File: src/rtl/fsr_defines.vh
// fsr_defines.vh: constants for the flash status reporting host controller
// assumes: included by bare name from fsr_host and fsr_flash_model
`ifndef FSR_DEFINES_VH
`define FSR_DEFINES_VH
// -----------------------------------------------------------------
// controller register offsets (word index on the software port)
// -----------------------------------------------------------------
`define FSR_REG_CTRL        4'h0
`define FSR_REG_ADDR        4'h1
`define FSR_REG_WDATA       4'h2
`define FSR_REG_STATUS      4'h3
`define FSR_REG_RDATA       4'h4
`define FSR_REG_FLASHSR     4'h5
// -----------------------------------------------------------------
// command codes written to ctrl[2:0]
// -----------------------------------------------------------------
`define FSR_CMD_WRITE       3'h1
`define FSR_CMD_READ        3'h2
`define FSR_CMD_SR_READ     3'h3
`define FSR_CMD_POLL        3'h4
// -----------------------------------------------------------------
// flash command bus values
// -----------------------------------------------------------------
`define FSR_SR_CMD_ADDR     24'h000555
`define FSR_SR_CMD_DATA     16'h0070
// -----------------------------------------------------------------
// status register and data-line polling bit positions on the flash
// -----------------------------------------------------------------
`define FSR_SR_READY        7
`define FSR_SR_ESUSP        6
`define FSR_SR_EFAIL        5
`define FSR_SR_PFAIL        4
`define FSR_SR_ABORT        3
`define FSR_SR_PSUSP        2
`define FSR_SR_LOCK         1
`define FSR_DL_TOGGLE       6
`define FSR_DL_TIMEOUT      5
// -----------------------------------------------------------------
// timing: strobe low and strobe high times in ns
// -----------------------------------------------------------------
`define FSR_T_STROBE_NS     50
`define FSR_T_HIGH_NS       30
`define FSR_CLK_NS          5
`define FSR_STROBE_CYC      ((`FSR_T_STROBE_NS + `FSR_CLK_NS - 1) / `FSR_CLK_NS)
`define FSR_HIGH_CYC        ((`FSR_T_HIGH_NS + `FSR_CLK_NS - 1) / `FSR_CLK_NS)
`define FSR_POLL_LIMIT      16'hffff
`endif

File: src/rtl/fsr_sync.v
// fsr_sync.v: three-stage pin input synchroniser with agreement filter
// assumes: input is asynchronous to CLK
`timescale 1ns/1ps
module fsr_sync #(
    parameter W = 16                     // bus width
) (
    input  wire         clk,             // system clock
    input  wire         rst,             // sync reset
    input  wire [W-1:0] din,             // async input
    output reg  [W-1:0] dout             // filtered output
);
    // -----------------------------------------------------------------
    // sync chain
    // -----------------------------------------------------------------
    reg [W-1:0] s1_q;                    // first stage, read by s2 only
    reg [W-1:0] s2_q;                    // second stage
    reg [W-1:0] s3_q;                    // third stage

    // shift in, accept once stage two and three agree
    always @(posedge clk) begin
        if (rst) begin
            s1_q <= {W{1'b0}};
            s2_q <= {W{1'b0}};
            s3_q <= {W{1'b0}};
            dout <= {W{1'b0}};
        end else begin
            s1_q <= din;
            s2_q <= s1_q;
            s3_q <= s2_q;
            if (s2_q == s3_q) begin
                dout <= s3_q;
            end
        end
    end
endmodule // fsr_sync

File: src/rtl/fsr_host.v
// fsr_host.v: host controller driving a parallel flash through its pins
// assumes: flash pins asynchronous; software port on CLK
//
// Notes on behaviour
// status read: command write, then read
// overlay ends; hold strobe high after read
// upper status byte ignored as don't-care
// bit7 ready; bits 6..1 valid when ready
// bit6 shows erase suspended
// bits 5,4 erase/program failure
// bit3 buffer abort, bit1 sector lock
// bit2 shows program suspended
// clear-status clears result bits only
// reset values: ready set, others clear
// program of suspended sector sets bit4
// after suspend, read until ready
// polling word on every read while busy
// line7 complement while programming
// line7 zero while erasing
// line7 valid only at target address
// protected program polls about 20 us
// protected erase polls about 100 us
// line6 inverts per read while busy
// line6 stops in suspend
// line3 set once erase begun
// line2 valid after final write strobe
// take data from read after line7 settles
// line2 toggles only in erase sector
// line5 set on pulse-count limit
// line1 set on buffer abort
// one toggle flip-flop per toggle bit
`timescale 1ns/1ps
`include "fsr_defines.vh"
module fsr_host #(
    parameter AW = 24,                   // flash address width
    parameter DW = 16                    // flash data width
) (
    input  wire          CLK,            // 200 MHz clock
    input  wire          RST,            // sync reset, high
    input  wire [3:0]    ADDR,           // register index
    input  wire [31:0]   WDATA,          // write data
    input  wire          WR,             // write strobe
    input  wire          RD,             // read strobe
    output reg  [31:0]   RDATA,          // read data, next cycle
    output reg  [AW-1:0] FL_A,           // flash address
    input  wire [DW-1:0] FL_DQ_I,        // flash data in
    output reg  [DW-1:0] FL_DQ_O,        // flash data out
    output reg           FL_DQ_OE,       // flash data drive enable
    output reg           FL_CE_N,        // chip select, low
    output reg           FL_OE_N,        // output enable, low
    output reg           FL_WE_N         // write strobe, low
);
    // -----------------------------------------------------------------
    // states
    // -----------------------------------------------------------------
    localparam S_IDLE  = 3'd0;           // waiting
    localparam S_WLOW  = 3'd1;           // write strobe low
    localparam S_RLOW  = 3'd2;           // read strobe low
    localparam S_HIGH  = 3'd3;           // strobes high gap
    localparam S_NEXT  = 3'd4;           // decide next step
    localparam [7:0] STROBE_C = `FSR_STROBE_CYC; // strobe low cycles
    localparam [7:0] HIGH_C   = `FSR_HIGH_CYC;   // strobe high cycles

    reg [2:0]    state_q;                // state
    reg [7:0]    cnt_q;                  // phase counter
    reg [2:0]    cmd_q;                  // running command
    reg          step_q;                 // second cycle flag
    reg          busy_q;                 // command active
    reg [AW-1:0] addr_q;                 // target address
    reg [DW-1:0] wdata_q;                // write data
    reg [DW-1:0] rdata_q;                // last array data
    reg [DW-1:0] fsr_q;                  // last status register
    reg [DW-1:0] prev_q;                 // previous poll word
    reg          havep_q;                // prev valid
    reg          done_ok_q;              // command finished; a status read also sets it when done_err_q is set
    reg          done_err_q;             // poll or status read finished failed
    reg [15:0]   polls_q;                // poll read count
    wire [DW-1:0] dq_s;                  // synced data

    // -----------------------------------------------------------------
    // pin input synchroniser
    // -----------------------------------------------------------------
    fsr_sync #(.W(DW)) u_sync (
        .clk  (CLK),
        .rst  (RST),
        .din  (FL_DQ_I),
        .dout (dq_s)
    );

    // toggle bit 6 compares between two successive reads
    function toggled;
        input [DW-1:0] a;
        input [DW-1:0] b;
        begin
            toggled = a[`FSR_DL_TOGGLE] ^ b[`FSR_DL_TOGGLE];
        end
    endfunction

    // -----------------------------------------------------------------
    // software register read port
    // -----------------------------------------------------------------
    always @(posedge CLK) begin
        if (RST) begin
            RDATA <= 32'h0;
        end else if (RD) begin
            case (ADDR)
                `FSR_REG_ADDR:    RDATA <= {{(32-AW){1'b0}}, addr_q};
                `FSR_REG_WDATA:   RDATA <= {16'h0, wdata_q};
                `FSR_REG_STATUS:  RDATA <= {16'h0, polls_q[7:0], 5'h0,
                                            done_err_q, done_ok_q, busy_q};
                `FSR_REG_RDATA:   RDATA <= {16'h0, rdata_q};
                // upper byte masked as don't-care
                `FSR_REG_FLASHSR: RDATA <= {24'h0, fsr_q[7:0]};
                default:          RDATA <= 32'h0;
            endcase
        end else begin
            RDATA <= 32'h0;
        end
    end

    // -----------------------------------------------------------------
    // command sequencer and flash pin driver
    // -----------------------------------------------------------------
    always @(posedge CLK) begin
        if (RST) begin
            state_q    <= S_IDLE;
            cnt_q      <= 8'h0;
            cmd_q      <= 3'h0;
            step_q     <= 1'b0;
            busy_q     <= 1'b0;
            addr_q     <= {AW{1'b0}};
            wdata_q    <= {DW{1'b0}};
            rdata_q    <= {DW{1'b0}};
            // status copy starts at reset value
            fsr_q      <= 16'h0080;
            prev_q     <= {DW{1'b0}};
            havep_q    <= 1'b0;
            done_ok_q  <= 1'b0;
            done_err_q <= 1'b0;
            polls_q    <= 16'h0;
            FL_A       <= {AW{1'b0}};
            FL_DQ_O    <= {DW{1'b0}};
            FL_DQ_OE   <= 1'b0;
            FL_CE_N    <= 1'b1;
            FL_OE_N    <= 1'b1;
            FL_WE_N    <= 1'b1;
        end else begin
            // register writes while idle
            if (WR && !busy_q) begin
                case (ADDR)
                    `FSR_REG_ADDR:  addr_q  <= WDATA[AW-1:0];
                    `FSR_REG_WDATA: wdata_q <= WDATA[DW-1:0];
                    `FSR_REG_CTRL: begin
                        cmd_q      <= WDATA[2:0];
                        busy_q     <= 1'b1;
                        step_q     <= 1'b0;
                        havep_q    <= 1'b0;
                        done_ok_q  <= 1'b0;
                        done_err_q <= 1'b0;
                        polls_q    <= 16'h0;
                    end
                    default: ;
                endcase
            end
            case (state_q)
                S_IDLE: begin
                    if (busy_q) begin
                        cnt_q <= STROBE_C;
                        FL_CE_N <= 1'b0;
                        // first cycle writes overlay command
                        if (cmd_q == `FSR_CMD_WRITE ||
                            (cmd_q == `FSR_CMD_SR_READ && !step_q)) begin
                            FL_A     <= (cmd_q == `FSR_CMD_WRITE) ? addr_q :
                                        `FSR_SR_CMD_ADDR;
                            FL_DQ_O  <= (cmd_q == `FSR_CMD_WRITE) ? wdata_q :
                                        `FSR_SR_CMD_DATA;
                            FL_DQ_OE <= 1'b1;
                            FL_WE_N  <= 1'b0;
                            state_q  <= S_WLOW;
                        end else begin
                            // poll at the target address
                            FL_A    <= addr_q;
                            FL_OE_N <= 1'b0;
                            state_q <= S_RLOW;
                        end
                    end
                end
                S_WLOW: begin
                    if (cnt_q <= 8'h1) begin
                        FL_WE_N <= 1'b1;
                        state_q <= S_HIGH;
                        cnt_q   <= HIGH_C;
                    end else begin
                        cnt_q <= cnt_q - 8'h1;
                    end
                end
                S_RLOW: begin
                    if (cnt_q <= 8'h1) begin
                        // sample on the same edge that releases the strobe
                        FL_OE_N <= 1'b1;
                        if (cmd_q == `FSR_CMD_SR_READ) begin
                            fsr_q <= dq_s;
                        end else begin
                            rdata_q <= dq_s;
                        end
                        state_q <= S_HIGH;
                        cnt_q   <= HIGH_C;
                    end else begin
                        cnt_q <= cnt_q - 8'h1;
                    end
                end
                S_HIGH: begin
                    // strobes high for the minimum time
                    FL_DQ_OE <= 1'b0;
                    FL_CE_N  <= 1'b1;
                    if (cnt_q <= 8'h1) begin
                        state_q <= S_NEXT;
                    end else begin
                        cnt_q <= cnt_q - 8'h1;
                    end
                end
                S_NEXT: begin
                    state_q <= S_IDLE;
                    case (cmd_q)
                        `FSR_CMD_SR_READ: begin
                            if (!step_q) begin
                                step_q <= 1'b1;
                            // repeat until ready bit set
                            end else if (!fsr_q[`FSR_SR_READY]) begin
                                step_q <= 1'b0;
                            end else begin
                                busy_q    <= 1'b0;
                                done_ok_q <= 1'b1;
                                // failures flagged
                                done_err_q <= fsr_q[`FSR_SR_EFAIL] |
                                              fsr_q[`FSR_SR_PFAIL] |
                                              fsr_q[`FSR_SR_ABORT] |
                                              fsr_q[`FSR_SR_LOCK];
                            end
                        end
                        `FSR_CMD_POLL: begin
                            // poll word kept for the next toggle compare
                            prev_q  <= rdata_q;
                            havep_q <= 1'b1;
                            polls_q <= polls_q + 16'h1;
                            // toggle stopped means finished
                            if (havep_q && !toggled(prev_q, rdata_q)) begin
                                // one more read gives true data
                                cmd_q <= `FSR_CMD_READ;
                            // timeout: recheck once, then fail
                            end else if (havep_q && prev_q[`FSR_DL_TIMEOUT] &&
                                         rdata_q[`FSR_DL_TIMEOUT]) begin
                                busy_q     <= 1'b0;
                                done_err_q <= 1'b1;
                            // bounded poll
                            end else if (polls_q == `FSR_POLL_LIMIT) begin
                                busy_q     <= 1'b0;
                                done_err_q <= 1'b1;
                            end
                        end
                        default: begin
                            busy_q    <= 1'b0;
                            done_ok_q <= 1'b1;
                        end
                    endcase
                end
                default: state_q <= S_IDLE;
            endcase
        end
    end
endmodule // fsr_host

File: config.mk
export PLATFORM = sky130hd
export DESIGN_NAME = fsr_host
export DESIGN_NICKNAME = d
export VERILOG_FILES = /design/src/rtl/fsr_sync.v /design/src/rtl/fsr_host.v
export VERILOG_INCLUDE_DIRS = /design/src /design/src/rtl
export SDC_FILE = /design/constraint.sdc
export NUM_CORES = 1
export LEC_CHECK = 0
export BUFFER_PORTS_ARGS = -buffer_cell sky130_fd_sc_hd__buf_2
export CAP_MARGIN = 25
export CORE_MARGIN = 4
export CORE_UTILIZATION = 45
export CTS_CLUSTER_SIZE = 20
export DETAILED_ROUTE_END_ITERATION = 8
export PLACE_DENSITY_LB_ADDON = 0.25
export REMOVE_ABC_BUFFERS = 1
export SYNTH_ARGS = -nofsm -noshare
export SYNTH_HDL_FRONTEND = slang
export SYNTH_SLANG_ARGS = --single-unit
File: constraint.sdc
create_clock -name CLK -period 3.4 [get_ports CLK]
set_input_delay 0.51 -clock CLK [delete_from_list [all_inputs] [get_ports CLK]]
set_output_delay 0.51 -clock CLK [all_outputs]
set_load 0.02 [all_outputs]
---- Word level (Yosys, flattened, before mapping) ----
Cells that the tools add are included.
storage, ports and cells
  flip-flop bits (word level) ............. 246
  latch bits .............................. 0
  bits in writable memories ............... 0
  memory bits (read-only) ................. 0
  bits of input ports ..................... 56
  output and inout bits ................... 76
  word-level logic and storage cells ...... 154
  memories kept ........................... 0
cells by class
  add/subtract/negate cells ............... 2
  multiply operators ...................... 0
  divide/modulo/power cells ............... 0
  magnitude comparators ................... 1
  equality and inequality tests ........... 22
  shift operators ......................... 0
  mux-type cells .......................... 68
  bitwise gates (word level) .............. 6
  reduce and logical (&&, ||, !) cells .... 30
operators with widths
  cell                                                  count
  case mux 24 bit (5 select lines)                      1
  2-to-1 mux 16 bit                                     5
  2-to-1 mux 24 bit                                     2
  2-to-1 mux 1 bit                                      39
  2-to-1 mux 3 bit                                      8
  2-to-1 mux 8 bit                                      3
  case mux 8 bit (3 select lines)                       1
  AND reduction 3 bit                                   6
  adder 16 x 1 -> 16 bit (second input constant)        1
  == test 16 bit                                        1
  == test 16 bit (second input constant)                1
  inequality test 2 bit (second input constant)         7
  case mux 1 bit (2 select lines)                       7
  AND reduction 2 bit                                   5
  == test 3 x 2 -> 1 bit (second input constant)        3
  case mux 3 bit (3 select lines)                       1
  == test 4 x 2 -> 1 bit (second input constant)        2
  == test 4 x 3 -> 1 bit (second input constant)        2
  <= comparator 8 x 1 -> 1 bit (second input constant)  1
  AND reduction 4 bit                                   2
  subtractor 8 x 1 -> 8 bit (second input constant)     1
  == test 3 x 1 -> 1 bit (second input constant)        2
  == test 3 bit (second input constant)                 2
  nonzero test 2 bit                                    3
  other kinds (13)                                      23

---- Depth between registers and ports, before layout ----
  depth in word-level cells ............... 8
  mapped depth ............................ 9
  depth with buffers taken out ............ 7

---- Hierarchy ----
Synthesis repeated with hierarchy kept, for this count alone.
unflattened totals
  cell total of the unflattened synthesis .. 949
  area total of the unflattened synthesis .. 8906.0 µm²
by module, submodules not included
  module    times used  cells each  area each (µm²)  seq. area each (µm²)
  fsr_host  1           759         6732.7           3383.2
  fsr_sync  1           190         2173.3           1281.2

---- Worst setup path after synthesis ----
No wires, ideal clock.
  path kind ............................... in2reg
  start point ............................. input port ADDR[2]
  end point ............................... register wdata_q[10]
  library setup time ...................... 70 ps
  arrival time ............................ 1931 ps
  required time ........................... 3330 ps
  setup slack ............................. 1398 ps
  stages .................................. 7
  path buffers ............................ 3
  cell sequence ........................... clkbuf_1 > nor4b_2 > and2_0 > clkbuf_1 > buf_2 > nand2_1 > a21oi_1
on the way
  longest elaborated chain between the ends .. 2
ends and longest elaborated chain
  element                        RTL line        RTL
  from (decl)                    fsr_host.v:40   input wire [3:0] ADDR,
  == test 4 x 2 -> 1 bit         fsr_host.v:150  case (ADDR)
  AND reduction 2 bit (no line)  n/a
  to (signal assigned)           fsr_host.v:132  wdata_q <= {DW{1'b0}};
  to (signal assigned)           fsr_host.v:152  `FSR_REG_WDATA: wdata_q <= WDATA[DW-1:0];
  to (decl)                      fsr_host.v:70   reg [DW-1:0] wdata_q;
Every way passes these cells.
A chain may end at the register's enable or synchronous reset.

---- Final worst setup path ----
  start point ............................. register cnt_q[0]
  end point ............................... register fsr_q[0]
on the way
  longest elaborated chain between the ends .. 2
ends and longest elaborated chain
  element                        RTL line        RTL
  from (decl)                    fsr_host.v:65   reg [7:0] cnt_q;
  from (signal assigned)         fsr_host.v:194  cnt_q <= cnt_q - 8'h1;
  from (signal assigned)         fsr_host.v:209  cnt_q <= cnt_q - 8'h1;
  from (signal assigned)         fsr_host.v:219  cnt_q <= cnt_q - 8'h1;
  <= comparator 8 x 1 -> 1 bit   fsr_host.v:198  if (cnt_q <= 8'h1) begin
  AND reduction 3 bit (no line)  n/a
  to (signal assigned)           fsr_host.v:202  fsr_q <= dq_s;
  to (decl)                      fsr_host.v:72   reg [DW-1:0] fsr_q;
Every way passes these cells.

==> reports/qor.txt <==
Synth-to-Final Area Change - 18.7%
Setup tns final - 0 ns
IO Pins - 132
Hold WS - 0.200 ns
CTS clk-pin slew, worst paths - 0.06 ns
First-pass GRT wire length - 33800 um
Synth Area per Inst - 9.15 sq um
Ys Warns - 0
Crit-path cells - inv_1, ha_1, or2_2, nand4_1, nor2_1, mux2i_1, nor2_1
Number of remaining DRC errors - 0
Post-synth EDFFs - 0
Period utilization - 68.3%
CP Capture Type - flop
Total power - 5.89 mW
Dpl ws - 1.08 ns
Largest net degree at the start of global routing - 83
CP most frequent cell - nor2_1
CP arrival - 2.70 ns
WL per Instance - 16.0 um
DP Wirelength - 14400 um
Slew headroom - 38.6%
Post-route ant nets - 0
Worst hold path type - in -> reg
CTS tree - done
Clock Latency Late Sink - 0.51 ns
CTS Hold Bufs - 0
Core Region - 18800 sq um
Min Tclk post-route - 2.32 ns
Pwr Density - 574 nW/um^2
# diodes - 0
Via count - 6847
Main flop type after synthesis - dfxtp_1
Total track usage - 19.0%
Final setup fails - 0
DR pass1 iterations - 5
Critical Path RT - 3.78 ns
Post-Syn Instances - 945
CP max-delay cell - nor2_1
Leakage - 3.90 nW
Final GP Congestion - 0.862
CTS buffer count - 25
PortBufs - 115
Vert. Die Dim - 147 um
Synth Cell Area - 8650 sq um
Max-slew violations - 0
Critical path class - reg -> reg
Max_cap viols - 0
Setup ws final - 1.08 ns
DP Area - 9420 sq um
Site row count - 50
Tightest Pin Transition - 0.911 ns
Post-synth cell types - 55
Final instance area - 10300 sq um
Register area share after synthesis - 53.9%
Layout Nets - 1105
Yosys reg bits - 233
Final WL - 21200 um
Most common cell after layout, fill and taps aside - dfxtp_1
Share of post-route cells with drive strength above 1 - 17.6%
Fmax - 431 MHz
Remaining Overflow, GRT - 0
Htree depth - 1
Via/cell ratio - 5.17
Die X - 147 um
Worst IR drop on VDD - 0.000410 V
Filler cells - 1726
Root Buffer Master - clkbuf_16
Fin util - 54.5%
Final Hold Vio Count - 0
Most frequent cells in the layout - dfxtp_1, nand2_1, buf_2
Vias in the first global route - 6308
CP peak stage delay - 0.67 ns
CTS Buffer Depth - 3
Clock Sinks - 233
Outcome - completed
Setup bufs post-CTS - 0
Initial drt markers - 454
Asr flop ratio synth - 0%
Fin Clk Skew - 0.00688 ns
Post-CTS sizing - 0
Die area - 21500 sq um
Final Non-Filler Cells - 1324
Initial antenna violation count - 0
Initial Util - 45.9%
CP Max Fanout - 8
RSZ-0062 raised after global routing - no
Placed cell count - 1279
CP Launch Type - flop
-- sequential cells by signal, summed over array words and instances (netlist names), 2 cells and up --
register	cells
wdata_q	16
addr_q	24
cmd_q	3
RDATA	24
u_sync.s3_q	16
FL_A	24
polls_q	16
rdata_q	16
fsr_q	8
u_sync.s1_q	16
state_q	3
FL_DQ_O	16
cnt_q	8
u_sync.s2_q	16
prev_q	2
u_sync.dout	16
-- area by class of cell --
| class | count | area (sq um) | area share [%] |
|---|---|---|---|
| clock inverter | 12 | 144 | 1.40 |
| inverter | 7 | 26.3 | 0.256 |
| clock buffer | 33 | 706 | 6.87 |
| sequential | 233 | 4660 | 45.4 |
| timing repair buffer | 133 | 717 | 6.98 |
| multi-input combinational | 646 | 3690 | 35.9 |
| tap | 260 | 325 | 3.17 |
-- cells by family (layout without fill, tap and decap cells) --
logic type	Yosys count	count (layout)	share of synthesized area, %
buffers and inverters	73	185	3.96
and+or+nand+nor	385	385	21.2
adders and majority gates	3	3	0.434
other	1	8	0.0434
xor gates and xnor gates	31	31	3.14
DFF	233	233	53.9
AOI/OAI and AO/OA	180	180	12.8
muxes	39	39	4.54
-- worst max-delay path, delay by kind of cell (launching register included) --
family                     cells  cell delay, ns
and+or+nand+nor                4            1.24
muxes                          1            0.25
buffers and inverters          1            0.10
DFF                            1            0.35
adders and majority gates      1            0.23
-- metal layers --
metal / global-route usage (%) / vias to the layer above / wire, um
met1: 27.1 / 3190 / 9960
met5: 0 / - / 0
met2: 29.6 / 201 / 9500
met3: 3.54 / 41 / 1300
li1: - / 3415 / -
met4: 4.94 / 0 / 439
-- report_power, final --
group          leakage, nW  total (mW)  switching (mW)  internal, mW
Sequential            1.89        2.81          0.0321          2.78
Combinational         1.60       0.335           0.209         0.125
Clock                0.418        2.75            1.06          1.69
-- synthesized netlist by cell type, drive strengths merged, types with 2 or more instances --
library cell / number / area share, %
o41ai: 3 / 0.30
clkbuf: 45 / 2.0
nand3: 23 / 1.3
o21ai: 14 / 0.81
o211ai: 2 / 0.17
nor2b: 50 / 3.6
nor3b: 2 / 0.17
nor4b: 3 / 0.45
a31oi: 2 / 0.14
dfxtp: 233 / 54
mux2: 2 / 0.26
nand4: 10 / 0.72
nor3: 19 / 1.2
or3: 3 / 0.22
xor2: 8 / 0.81
o22ai: 3 / 0.22
a222oi: 3 / 0.35
nand3b: 4 / 0.35
o31ai: 2 / 0.17
nor4: 2 / 0.22
a21oi: 90 / 5.2
nand2: 123 / 5.3
buf: 21 / 1.7
mux2i: 37 / 4.3
and3b: 2 / 0.20
inv: 7 / 0.30
ha: 3 / 0.43
a22oi: 49 / 4.3
o21a: 2 / 0.17
and3: 9 / 0.65
or3b: 2 / 0.20
and2: 14 / 1.0
a211oi: 3 / 0.26
xnor2: 23 / 2.3
or2: 4 / 0.29
nor2: 111 / 4.8
or4: 2 / 0.17
-- worst paths after layout --
path                                 startpoint  cells past startpoint  slack, ns              end
worst min-delay path                 FL_DQ_I[8]                      2       0.20   u_sync.s1_q[8]
worst max-delay path                   cnt_q[0]                      7       1.08         fsr_q[0]
worst max register to register         cnt_q[0]                      7       1.08         fsr_q[0]
worst min register to register  u_sync.s1_q[14]                      1       0.43  u_sync.s2_q[14]
Note: power is estimated with default switching activity, not from simulation.
